[config.mk]
export PLATFORM = sky130hd
export DESIGN_NAME = lfd_core
export DESIGN_NICKNAME = d
export VERILOG_FILES = /design/src/lfd_pkg.sv /design/src/lfd_core.sv
export VERILOG_INCLUDE_DIRS = /design/src /design/src/src
export SDC_FILE = /design/constraint.sdc
export NUM_CORES = 1
export LEC_CHECK = 0
export BUFFER_PORTS_ARGS = -buffer_cell sky130_fd_sc_hd__buf_2
export CAP_MARGIN = 15
export CORE_ASPECT_RATIO = 0.6
export CORE_MARGIN = 3
export CORE_UTILIZATION = 40
export DETAILED_ROUTE_END_ITERATION = 10
export SYNTH_ARGS = -nofsm -noshare
export SYNTH_HDL_FRONTEND = slang
export SYNTH_SLANG_ARGS = --single-unit
export TNS_END_PERCENT = 10
[constraint.sdc]
create_clock -name mclk -period 2.4 [get_ports mclk]
set_input_delay 0 -clock mclk [delete_from_list [all_inputs] [get_ports mclk]]
set_output_delay 0 -clock mclk [all_outputs]
set_load 0.01 [all_outputs]
[src/lfd_regs.svh]
// Register offsets, field positions, reset values and timing counts of the fault-diagnosis block.
`ifndef LFD_REGS_SVH
`define LFD_REGS_SVH
`define LFD_ADDR_W 8
`define LFD_ADDR_CONFIG 8'h00
`define LFD_ADDR_SP0 8'h04
`define LFD_ADDR_SP1 8'h08
`define LFD_ADDR_DIAG 8'h0C
`define LFD_ADDR_STATUS 8'h10
`define LFD_CFG_ENMASK 0
`define LFD_CFG_CHMASK 1
`define LFD_CFG_SEL 3
`define LFD_CFG_RESET 32'h0000_0000
`define LFD_SP_VAL_MSB 11
`define LFD_SP_EN 15
`define LFD_SP_RESET 16'h0000
`define LFD_SP_ZERO 12'h000
`define LFD_DG_OVC 0
`define LFD_DG_OT 2
`define LFD_DG_UV 4
`define LFD_DG_OLSB 6
`define LFD_DG_OFF 8
`define LFD_DG_PUMP 10
`define LFD_DG_VBAT 11
`define LFD_DG_CRC 12
`define LFD_DG_LSOV 13
`define LFD_DG_CLKF 15
`define LFD_ST_READY 0
`define LFD_ST_DRIVE 1
`define LFD_ST_CLKF 3
`define LFD_ST_ENPIN 4
`define LFD_ST_RSTPIN 5
`define LFD_OC_FILT_CYC 6'h1E
`define LFD_OLSB_DELAY_CYC 8192
`define LFD_READY_CYC 5'h10
`define LFD_CLK_TIMEOUT_CYC 6'h20
`define LFD_RESP_OKAY 2'h0
`define LFD_RESP_SLVERR 2'h2
`endif

[src/lfd_pkg.sv]
// Types shared by the fault-diagnosis block and its bench.
package lfd_pkg;
  // Raw comparator and monitor levels of one channel.
  typedef struct packed {
    logic overcurrent;
    logic overtemp;
    logic below_openload;
    logic supply_under;
    logic supply_over;
    logic load_above_half;
  } lfd_chan_in_t;
  // Global pin and monitor levels.
  typedef struct packed {
    logic ext_clk;
    logic logic_supply_pins_under;
    logic vbat_over;
    logic pump_under;
    logic enable_pin;
    logic reset_input_low_n;
  } lfd_pins_t;
  // Everything that arrives from outside the clock domain.
  typedef struct packed {
    lfd_pins_t pins;
    lfd_chan_in_t [1:0] ch;
  } lfd_async_t;
  // Power stage and off-state current source controls of one channel.
  typedef struct packed {
    logic drive_on;
    logic pullup_on;
    logic pulldown_on;
  } lfd_chan_out_t;
endpackage

[src/lfd_core.sv]
// Fault-diagnosis logic of a two-channel solenoid driver with an AXI4-Lite register port.
`timescale 1ns/1ps
`default_nettype none
`include "lfd_regs.svh"
module lfd_core #(
  parameter int unsigned OLSB_DELAY = `LFD_OLSB_DELAY_CYC
) (
  input wire logic mclk,
  input wire logic nrst,
  input wire logic [7:0] s_axi_awaddr,
  input wire logic s_axi_awvalid,
  output logic s_axi_awready,
  input wire logic [31:0] s_axi_wdata,
  input wire logic [3:0] s_axi_wstrb,
  input wire logic s_axi_wvalid,
  output logic s_axi_wready,
  output logic [1:0] s_axi_bresp,
  output logic s_axi_bvalid,
  input wire logic s_axi_bready,
  input wire logic [7:0] s_axi_araddr,
  input wire logic s_axi_arvalid,
  output logic s_axi_arready,
  output logic [31:0] s_axi_rdata,
  output logic [1:0] s_axi_rresp,
  output logic s_axi_rvalid,
  input wire logic s_axi_rready,
  input wire lfd_pkg::lfd_async_t async_in,
  input wire logic crc_result_valid,
  input wire logic crc_result_bad,
  output lfd_pkg::lfd_chan_out_t [1:0] chan_out,
  output logic device_ready,
  output logic fault_alert_out_o,
  output logic fault_alert_out_oe
);
  import lfd_pkg::*;

  // Byte-lane merge of a write into an old register value.
  function automatic logic [31:0] lfd_merge(input logic [31:0] old, input logic [31:0] data,
                                            input logic [3:0] strb);
    logic [31:0] res;
    res = old;
    for (int b = 0; b < 4; b++) begin
      if (strb[b]) begin
        res[b*8 +: 8] = data[b*8 +: 8];
      end
    end
    return res;
  endfunction

  // Address of a channel's setpoint register.
  function automatic logic [7:0] lfd_sp_addr(input int ch);
    return (ch == 0) ? `LFD_ADDR_SP0 : `LFD_ADDR_SP1;
  endfunction

  lfd_async_t sync1_r;
  lfd_async_t sync2_r;
  logic clk_d_r;
  logic [5:0] clk_cnt_r;
  logic clk_fault_r;
  logic [4:0] ready_cnt_r;
  logic ready_r;
  logic [31:0] cfg_r;
  logic [15:0] sp_r [2];
  logic ovc_flag_r [2];
  logic ot_flag_r [2];
  logic uv_flag_r [2];
  logic olsb_flag_r [2];
  logic drive_w [2];
  logic src_en_w [2];
  logic off_open_w [2];
  logic oc_trip_w [2];
  logic olsb_trip_w [2];
  logic pump_flag_r;
  logic vbat_flag_r;
  logic crc_flag_r;
  logic [31:0] diag_w;
  logic [31:0] status_w;
  logic alert_cond_w;
  logic aw_have_r;
  logic w_have_r;
  logic [7:0] aw_addr_r;
  logic [31:0] w_data_r;
  logic [3:0] w_strb_r;
  logic wr_fire_w;
  logic [31:0] wr_cfg_w;
  logic ar_fire_w;
  logic diag_rd_w;
  logic [31:0] rd_data_w;
  logic rd_ok_w;

  // Two-flop synchroniser for every pin and analog monitor level.
  always_ff @(posedge mclk) begin
    if (!nrst) begin
      sync1_r <= '0;
      sync2_r <= '0;
    end else begin
      sync1_r <= async_in;
      sync2_r <= sync1_r;
    end
  end

  // Clock pin supervision: too long without an edge is a clock fault.
  always_ff @(posedge mclk) begin
    if (!nrst) begin
      clk_d_r <= 1'b0;
      clk_cnt_r <= '0;
      clk_fault_r <= 1'b0;
    end else begin
      clk_d_r <= sync2_r.pins.ext_clk;
      if (sync2_r.pins.ext_clk != clk_d_r) begin
        clk_cnt_r <= '0;
        clk_fault_r <= 1'b0;
      end else if (clk_cnt_r == `LFD_CLK_TIMEOUT_CYC) begin
        clk_fault_r <= 1'b1;
      end else begin
        clk_cnt_r <= clk_cnt_r + 6'h01;
      end
    end
  end

  // Power-up delay before the device counts as ready to operate.
  always_ff @(posedge mclk) begin
    if (!nrst) begin
      ready_cnt_r <= '0;
      ready_r <= 1'b0;
    end else if (ready_cnt_r == `LFD_READY_CYC) begin
      ready_r <= 1'b1;
    end else begin
      ready_cnt_r <= ready_cnt_r + 5'h01;
    end
  end

  // Write channel: address and data are taken in either order.
  assign wr_fire_w = aw_have_r & w_have_r & ~s_axi_bvalid;
  assign wr_cfg_w = lfd_merge(cfg_r, w_data_r, w_strb_r);

  always_ff @(posedge mclk) begin
    if (!nrst) begin
      aw_have_r <= 1'b0;
      s_axi_awready <= 1'b0;
      aw_addr_r <= '0;
    end else if (s_axi_awvalid && s_axi_awready) begin
      aw_have_r <= 1'b1;
      s_axi_awready <= 1'b0;
      aw_addr_r <= s_axi_awaddr;
    end else if (s_axi_bvalid && s_axi_bready) begin
      aw_have_r <= 1'b0;
    end else begin
      s_axi_awready <= ~aw_have_r & ~s_axi_bvalid;
    end
  end

  always_ff @(posedge mclk) begin
    if (!nrst) begin
      w_have_r <= 1'b0;
      s_axi_wready <= 1'b0;
      w_data_r <= '0;
      w_strb_r <= '0;
    end else if (s_axi_wvalid && s_axi_wready) begin
      w_have_r <= 1'b1;
      s_axi_wready <= 1'b0;
      w_data_r <= s_axi_wdata;
      w_strb_r <= s_axi_wstrb;
    end else if (s_axi_bvalid && s_axi_bready) begin
      w_have_r <= 1'b0;
    end else begin
      s_axi_wready <= ~w_have_r & ~s_axi_bvalid;
    end
  end

  // Write response; diagnosis and status are read only and answer an error.
  always_ff @(posedge mclk) begin
    if (!nrst) begin
      s_axi_bvalid <= 1'b0;
      s_axi_bresp <= `LFD_RESP_OKAY;
    end else if (wr_fire_w) begin
      s_axi_bvalid <= 1'b1;
      s_axi_bresp <= (aw_addr_r == `LFD_ADDR_CONFIG || aw_addr_r == `LFD_ADDR_SP0 ||
                      aw_addr_r == `LFD_ADDR_SP1) ? `LFD_RESP_OKAY : `LFD_RESP_SLVERR;
    end else if (s_axi_bready) begin
      s_axi_bvalid <= 1'b0;
    end
  end

  // Configuration register: masks and off-state current selects.
  always_ff @(posedge mclk) begin
    if (!nrst) begin
      cfg_r <= `LFD_CFG_RESET;
    end else if (wr_fire_w && aw_addr_r == `LFD_ADDR_CONFIG) begin
      cfg_r <= wr_cfg_w;
    end
  end

  // Per-channel protection, setpoint and flag logic.
  for (genvar ch = 0; ch < 2; ch++) begin : ch_g
    logic [5:0] oc_cnt_r;
    logic [13:0] olsb_cnt_r;
    logic [31:0] sp_merge_w;
    logic hw_clr_w;
    lfd_chan_in_t in_w;
    assign in_w = sync2_r.ch[ch];
    assign sp_merge_w = lfd_merge({16'h0000, sp_r[ch]}, w_data_r, w_strb_r);
    // The channel drives with a non-zero enabled setpoint and no blocking supply fault.
    assign drive_w[ch] = (sp_r[ch][`LFD_SP_VAL_MSB:0] != `LFD_SP_ZERO) & sp_r[ch][`LFD_SP_EN] &
                         ~uv_flag_r[ch] & ~pump_flag_r & ~vbat_flag_r;
    assign src_en_w[ch] = (sp_r[ch][`LFD_SP_VAL_MSB:0] == `LFD_SP_ZERO) &
                          sp_r[ch][`LFD_SP_EN];
    // Pull-up exposes a pin that stays high, pull-down one that stays low.
    assign off_open_w[ch] = src_en_w[ch] &
                            (cfg_r[`LFD_CFG_SEL + ch] ? ~in_w.load_above_half
                                                      : in_w.load_above_half);
    assign oc_trip_w[ch] = drive_w[ch] & in_w.overcurrent &
                           (oc_cnt_r == `LFD_OC_FILT_CYC);
    assign olsb_trip_w[ch] = drive_w[ch] & in_w.below_openload &
                             (olsb_cnt_r == 14'(OLSB_DELAY - 1));
    assign hw_clr_w = oc_trip_w[ch] | olsb_trip_w[ch] | in_w.overtemp | sync2_r.pins.pump_under |
                      sync2_r.pins.vbat_over;

    // Overcurrent filter, counting only while the channel drives.
    always_ff @(posedge mclk) begin
      if (!nrst || !drive_w[ch] || !in_w.overcurrent) begin
        oc_cnt_r <= '0;
      end else if (oc_cnt_r != `LFD_OC_FILT_CYC) begin
        oc_cnt_r <= oc_cnt_r + 6'h01;
      end
    end

    // On-state open-load / bypass delay.
    always_ff @(posedge mclk) begin
      if (!nrst || !drive_w[ch] || !in_w.below_openload) begin
        olsb_cnt_r <= '0;
      end else if (!olsb_trip_w[ch]) begin
        olsb_cnt_r <= olsb_cnt_r + 14'h0001;
      end
    end

    // Setpoint: fault shutdown clears the value and wins over a software write.
    always_ff @(posedge mclk) begin
      if (!nrst) begin
        sp_r[ch] <= `LFD_SP_RESET;
      end else if (hw_clr_w) begin
        sp_r[ch][`LFD_SP_VAL_MSB:0] <= `LFD_SP_ZERO;
      end else if (wr_fire_w && aw_addr_r == lfd_sp_addr(ch)) begin
        sp_r[ch] <= sp_merge_w[15:0];
      end
    end

    // Latched flags: a new set wins over a clear by the same read.
    always_ff @(posedge mclk) begin
      if (!nrst) begin
        ovc_flag_r[ch] <= 1'b0;
        ot_flag_r[ch] <= 1'b0;
        uv_flag_r[ch] <= 1'b0;
        olsb_flag_r[ch] <= 1'b0;
      end else begin
        ovc_flag_r[ch] <= oc_trip_w[ch] | (ovc_flag_r[ch] & ~diag_rd_w);
        ot_flag_r[ch] <= in_w.overtemp |
                         (ot_flag_r[ch] & ~diag_rd_w);
        uv_flag_r[ch] <= in_w.supply_under |
                         (uv_flag_r[ch] & ~diag_rd_w);
        olsb_flag_r[ch] <= olsb_trip_w[ch] |
                           (olsb_flag_r[ch] & ~(diag_rd_w & ~(drive_w[ch] &
                                                 in_w.below_openload)));
      end
    end
  end

  // Global latched flags; calibration errors never stop the channels.
  always_ff @(posedge mclk) begin
    if (!nrst) begin
      pump_flag_r <= 1'b0;
      vbat_flag_r <= 1'b0;
      crc_flag_r <= 1'b0;
    end else begin
      pump_flag_r <= sync2_r.pins.pump_under | (pump_flag_r & ~diag_rd_w);
      vbat_flag_r <= sync2_r.pins.vbat_over | (vbat_flag_r & ~diag_rd_w);
      crc_flag_r <= (crc_result_valid & crc_result_bad) |
                    (crc_flag_r & ~diag_rd_w);
    end
  end

  // Diagnosis and status words as seen by a read.
  always_comb begin
    diag_w = '0;
    status_w = '0;
    for (int c = 0; c < 2; c++) begin
      diag_w[`LFD_DG_OVC + c] = ovc_flag_r[c];
      diag_w[`LFD_DG_OT + c] = ot_flag_r[c];
      diag_w[`LFD_DG_UV + c] = uv_flag_r[c];
      diag_w[`LFD_DG_OLSB + c] = olsb_flag_r[c];
      diag_w[`LFD_DG_OFF + c] = off_open_w[c];
      diag_w[`LFD_DG_LSOV + c] = sync2_r.ch[c].supply_over;
      status_w[`LFD_ST_DRIVE + c] = drive_w[c];
    end
    diag_w[`LFD_DG_PUMP] = pump_flag_r;
    diag_w[`LFD_DG_VBAT] = vbat_flag_r;
    diag_w[`LFD_DG_CRC] = crc_flag_r;
    diag_w[`LFD_DG_CLKF] = clk_fault_r;
    status_w[`LFD_ST_READY] = ready_r;
    status_w[`LFD_ST_CLKF] = clk_fault_r;
    status_w[`LFD_ST_ENPIN] = sync2_r.pins.enable_pin;
    status_w[`LFD_ST_RSTPIN] = sync2_r.pins.reset_input_low_n;
  end

  // Read decode at the address handshake.
  assign ar_fire_w = s_axi_arvalid & s_axi_arready;
  assign diag_rd_w = ar_fire_w & (s_axi_araddr == `LFD_ADDR_DIAG);

  always_comb begin
    rd_ok_w = 1'b1;
    unique case (s_axi_araddr)
      `LFD_ADDR_CONFIG: rd_data_w = cfg_r;
      `LFD_ADDR_SP0: rd_data_w = {16'h0000, sp_r[0]};
      `LFD_ADDR_SP1: rd_data_w = {16'h0000, sp_r[1]};
      `LFD_ADDR_DIAG: rd_data_w = diag_w;
      `LFD_ADDR_STATUS: rd_data_w = status_w;
      default: begin
        rd_data_w = '0;
        rd_ok_w = 1'b0;
      end
    endcase
  end

  // Read channel: the returned word is captured in the same edge that clears it.
  always_ff @(posedge mclk) begin
    if (!nrst) begin
      s_axi_arready <= 1'b0;
      s_axi_rvalid <= 1'b0;
      s_axi_rdata <= '0;
      s_axi_rresp <= `LFD_RESP_OKAY;
    end else if (ar_fire_w) begin
      s_axi_arready <= 1'b0;
      s_axi_rvalid <= 1'b1;
      s_axi_rdata <= rd_data_w;
      s_axi_rresp <= rd_ok_w ? `LFD_RESP_OKAY : `LFD_RESP_SLVERR;
    end else if (s_axi_rvalid && s_axi_rready) begin
      s_axi_rvalid <= 1'b0;
    end else begin
      s_axi_arready <= ~s_axi_rvalid;
    end
  end

  // Alert level from the unmasked fault sources; the pump, calibration and off-state flags never alert.
  always_comb begin
    alert_cond_w = ~ready_r | ~sync2_r.pins.reset_input_low_n | sync2_r.pins.logic_supply_pins_under |
                   clk_fault_r | vbat_flag_r | sync2_r.pins.vbat_over;
    alert_cond_w = alert_cond_w | (cfg_r[`LFD_CFG_ENMASK] & ~sync2_r.pins.enable_pin);
    for (int c = 0; c < 2; c++) begin
      alert_cond_w = alert_cond_w | sync2_r.ch[c].supply_over |
                     (cfg_r[`LFD_CFG_CHMASK + c] & (ovc_flag_r[c] | ot_flag_r[c] |
                      uv_flag_r[c] | olsb_flag_r[c]));
    end
  end

  // Open-drain alert: the data bit is always low, only the enable moves.
  always_ff @(posedge mclk) begin
    if (!nrst) begin
      fault_alert_out_o <= 1'b0;
      fault_alert_out_oe <= 1'b1;
      device_ready <= 1'b0;
    end else begin
      fault_alert_out_o <= 1'b0;
      fault_alert_out_oe <= alert_cond_w;
      device_ready <= ready_r;
    end
  end

  // Registered power-stage and current-source controls.
  always_ff @(posedge mclk) begin
    if (!nrst) begin
      chan_out <= '0;
    end else begin
      for (int c = 0; c < 2; c++) begin
        chan_out[c].drive_on <= drive_w[c];
        chan_out[c].pullup_on <= src_en_w[c] & ~cfg_r[`LFD_CFG_SEL + c];
        chan_out[c].pulldown_on <= src_en_w[c] & cfg_r[`LFD_CFG_SEL + c];
      end
    end
  end
endmodule // lfd_core
`default_nettype wire

# --- Yosys cells after proc, flatten, opt, wreduce, memory -nomap -nowiden ---
# Memories as Yosys holds them, arrays and structs flattened.
# Index checks and enable logic that the tools add are counted.
classes:
  addsub: 6
  eq_ne: 15
  mux: 47
  bitwise_logic: 117
  reduce_logical: 41
op_table:
  columns: ["op", "count"]
  rows:
  - ["$pmux 32 s5", 1]
  - ["$or 1x1->1", 49]
  - ["$mux 12", 4]
  - ["$and 1x1->1", 47]
  - ["$mux 1", 34]
  - ["$mux 8", 4]
  - ["$add 14x1->14 const B", 2]
  - ["$eq 14x13->1 const B", 2]
  - ["$eq 8x4->1 const B", 3]
  - ["$logic_not 12->1", 2]
  - ["$reduce_bool 12->1", 2]
  - ["$not 1->1", 21]
  - ["$add 6x1->6 const B", 3]
  - ["$eq 8x3->1 const B", 2]
  - ["$logic_not 8->1", 2]
  - ["$eq 6x5->1 const B", 2]
  - ["$ne 6x5->1 const B", 2]
  - ["$eq 8x5->1 const B", 1]
  - ["$logic_or 1x1->1", 8]
  - ["$mux 4", 2]
  - ["$reduce_and 2->1", 4]
  - ["$reduce_bool 2->1", 4]
  - ["$reduce_or 2->1", 4]
  - ["$logic_and 1x1->1", 7]
  - ["7 further kinds", 14]
totals:
  ff_bits: 220
  mem_bits_rw: 40
  input_bits: 79
  word_cells: 304
  memories: 5
memory_table:
  columns: ["memory", "words", "word_bits", "read_ports", "rd_clocked_by_memory_dff", "write_ports", "line", "rtl"]
  rows:
  - ["sp_r", 2, 16, 2, 0, 2, "lfd_core.sv:63", "logic [15:0] sp_r [2];"]
  - ["olsb_flag_r", 2, 1, 2, 0, 2, "lfd_core.sv:67", "logic olsb_flag_r [2];"]
  - ["ot_flag_r", 2, 1, 2, 0, 2, "lfd_core.sv:65", "logic ot_flag_r [2];"]
  - ["ovc_flag_r", 2, 1, 2, 0, 2, "lfd_core.sv:64", "logic ovc_flag_r [2];"]
  - ["uv_flag_r", 2, 1, 2, 0, 2, "lfd_core.sv:66", "logic uv_flag_r [2];"]

# --- Depth between registers and ports, before layout ---
# An unclocked memory read counts as a cell.
logic_depth:
  word_depth: 17
  ltp_mapped: 8
  depth_no_buf: 6

# --- Least setup slack after synthesis ---
# Ideal clock, no wire load.
synth_timing:
  path_kind: "reg-to-reg"
  from: "memory sp_r[1][4]"
  to: "memory sp_r[1][12], enable pin"
  setup_time_ns: 0.379
  t_arrival_ns: 1.905
  required_time_ns: 2.021
  path_slack_ns: 0.116
  path_stages_with_launch: 6
  n_path_buf: 1
  cell_sequence: "edfxtp_1 > nor4_2 > a31oi_4 > and3_1 > buf_4 > o41ai_1"
synth_rtl:
  columns: ["element", "line"]
  rows:
  - ["start: declaration", "lfd_core.sv:63"]

==> impl_metrics.yaml <==
critical_path:
  crit_required_ns: 2.64
  path_class: "reg2reg"
  crit_path_end_kind: "flop"
  max_stage_delay_ns: 0.41
  critical_path.cell_chain: "nor4_1 > buf_4 > a31oi_2 > o21a_1 > o41ai_1 > buf_4"
  arrival_ns: 2.48
  slowest_stage: "edfxtp_1"
  worstPathMaxFanout: 5
  startpoint_type: "flop"
  cpMostUsedCell: "buf_4"
  r2r_slack_ns: 0.16
drt:
  wl_met3_um: 2118
  highest_layer: "met5"
  dr_total_vias: 8767
  wl_met2_um: 11930
  wl_per_cell_um: 17.65
  drt-pass1-iter-count: 5
  routed_via_density: 5.291
  met1_length_um: 14800
  ant_nets: 0
  remaining_drc_errors: 0
  drt_iter0_markers: 594
  totalWireLength_um: 29240
cells_and_area:
  final_nets: 1376
  drive_gt1_share_pct: 20.08
  layoutNonFillerInstCount: 1657
  syn2layout_area_growth_pct: 25.51
  diodes: 0
  finish.utilization_pct: 51.87
sta:
  worst_pin_slew_ns: 0.6933
  slew_headroom_pct: 53.72
  finalCritPeriodShare_pct: 93.39
  min_period_ns: 2.241
  fin_skew_ns: 0.01557
  max_freq_mhz: 446.2
  finalSetupViolations: 0
  rsz0062_at_grt: "false"
  finalHoldViolCount: 0
  drv_slew: 0
  finalSetupTns_ns: 0
die:
  core_um2: 25730
  die-area_um2: 28640
  dieHeight_um: 132.3
  std_cell_rows: 45
  initial_core_util_pct: 41.33
  pin_count: 129
  die-width_um: 216.5
global_route:
  grt_pass1_vias: 8296
  grt_overflow: 0
  grt_usage_pct: 20.11
  grt_max_degree: 47
  antenna_found_initial: 1
  grt_pass1_wl_um: 46360
min_path:
  hold_path.class: "in2reg"
synth:
  synth_flop_cell: "dfxtp_1"
  yosysSeqAreaShare_pct: 51.58
  synthCells: 1066
  ys_types: 65
  synth_enable_flop_cells: 32
  synth-seq-cells: 258
  synth_top_area_share_pct: 42.55
  synth.most_common_cell: "dfxtp_1"
  syn-cell-area_um2: 10630
  yosysWarningCount: 0
  syn_area_per_cell_um2: 9.976
  yosys.area.top_type: "dfxtp_1"
  async_flop_share_pct: 0
  synth_common_cells: "dfxtp_1, nand2_1, nor2_1"
  synthTopCellsByArea: "dfxtp_1, edfxtp_1, mux2i_1, nand2_1, a21oi_1"
cts:
  cts-buffers-inserted: 25
  clock-sinks: 258
  h-tree-depth: 1
  cts-root-buf: "clkbuf_16"
  cts_tree: "yes"
  insertion_delay_ns: 0.53
  clkTransAtPathRegs_ns: 0.06
  clk_path_buf_depth: 3
run_status:
  status: "finished clean"
pwr:
  ir_drop_mv: 0.4694
  powerDensity_nw_per_um2: 675.6
  p_total_mw: 9.017
  p_leak_nw: 5.341
placed_design:
  hpwlAfterDp_um: 20590
  dpl.cell_count: 1530
  port_buffers: 125
  routabilityCongestion: 0.9437
job:
  maxCapViolations: 0
## power breakdown
group | internal (mW) | switching (mW)
clock network | 2.09 | 1.65
registers | 4.50 | 0.109
logic | 0.316 | 0.353
total | 6.91 | 2.11
## final timing paths
check / from / endpoint / cells after the start
max: sp_r[0][7]$_SDFFCE_PN0P_ / sp_r[0][12]$_SDFFCE_PN0P_ / 6
min: s_axi_araddr[6] / s_axi_rdata[9]$_SDFFE_PN0P_ / 5
max reg2reg: sp_r[0][7]$_SDFFCE_PN0P_ / sp_r[0][12]$_SDFFCE_PN0P_ / 6
min reg2reg: sync1_r[0]$_SDFF_PN0_ / ch_g[0].in_w[0]$_SDFF_PN0_ / 1
## metrics by stage
step	hold slack, ns	area (um^2)	setup slack, ns
global route	0.04641	13350	0.03248
CTS	0.0003564	13350	0.1789
floorplan	0.1273	10640	0.1159
global placement	0.2086	11760	0.1711
detailed placement	0.2100	11760	0.1931
finish	0.02091	13350	0.1587
## metal layers
| layer | global-route usage, % | up-vias |
|---|---|---|
| met5 | 0 | - |
| li1 | - | 4262 |
| met1 | 30.91 | 4239 |
| met3 | 4.744 | 40 |
| met4 | 3.315 | 2 |
| met2 | 29.00 | 224 |
## logic make-up (layout without fill, tap and decap cells)
kind of cell,after synthesis,count (layout),share of synthesized area [%]
AO/OA/AOI/OAI,181,181,10.94
buffers and inverters,81,318,3.659
multiplexers,53,53,6.165
XOR/XNOR,23,23,1.894
AND/OR/NAND/NOR,459,459,24.54
flip-flops,258,258,51.58
adder cells (fa/ha/maj),10,10,1.177
other,1,3,0.03526
## layout make-up
type	count	area, um^2
clock buffers	36	719.4
clock inverters	9	50.05
fillers	2355	12380
inverters	17	65.06
multi-input cells	729	4772
flip-flops and latches	258	5485
well taps	352	440.4
repair buffers	256	1814
## timing repair
item	4_1_cts	5_1_grt
endpoints found under the hold margin	82	0
hold buffers	82	0
buffers inserted	0	0
resized for setup	0	0
## placed cells by master, fill, tap and decap left out, drive strengths merged, types with 32 or more instances in the layout
cell         instances
a21oi               84
and2                45
buf                174
clkbuf              36
dfxtp              226
dlygate4sd3         82
edfxtp              32
mux2i               43
nand2              114
nand3b              35
nor2                89
nor3                35
nor4                32
## worst max-delay path, delay by kind of cell (launching register included)
family / cells / cell delay (ns)
compound gates: 3 / 0.72
buf+inv: 2 / 0.41
simple gates: 1 / 0.41
flops: 1 / 0.41
## flip-flops by register name, summed over array words and instances, names as in the netlist, 2 cells and up
register,flops
cfg_r,32
s_axi_rdata,32
sp_r,32
w_data_r,32
ch_g.olsb_cnt_r,28
sync1_r,18
ch_g.in_w,12
ch_g.oc_cnt_r,12
aw_addr_r,8
chan_out,6
clk_cnt_r,6
ready_cnt_r,5
sync2_r,4
w_strb_r,4
olsb_flag_r,2
ot_flag_r,2
ovc_flag_r,2
status_w,2
uv_flag_r,2
(Power assumes the default switching activity.)
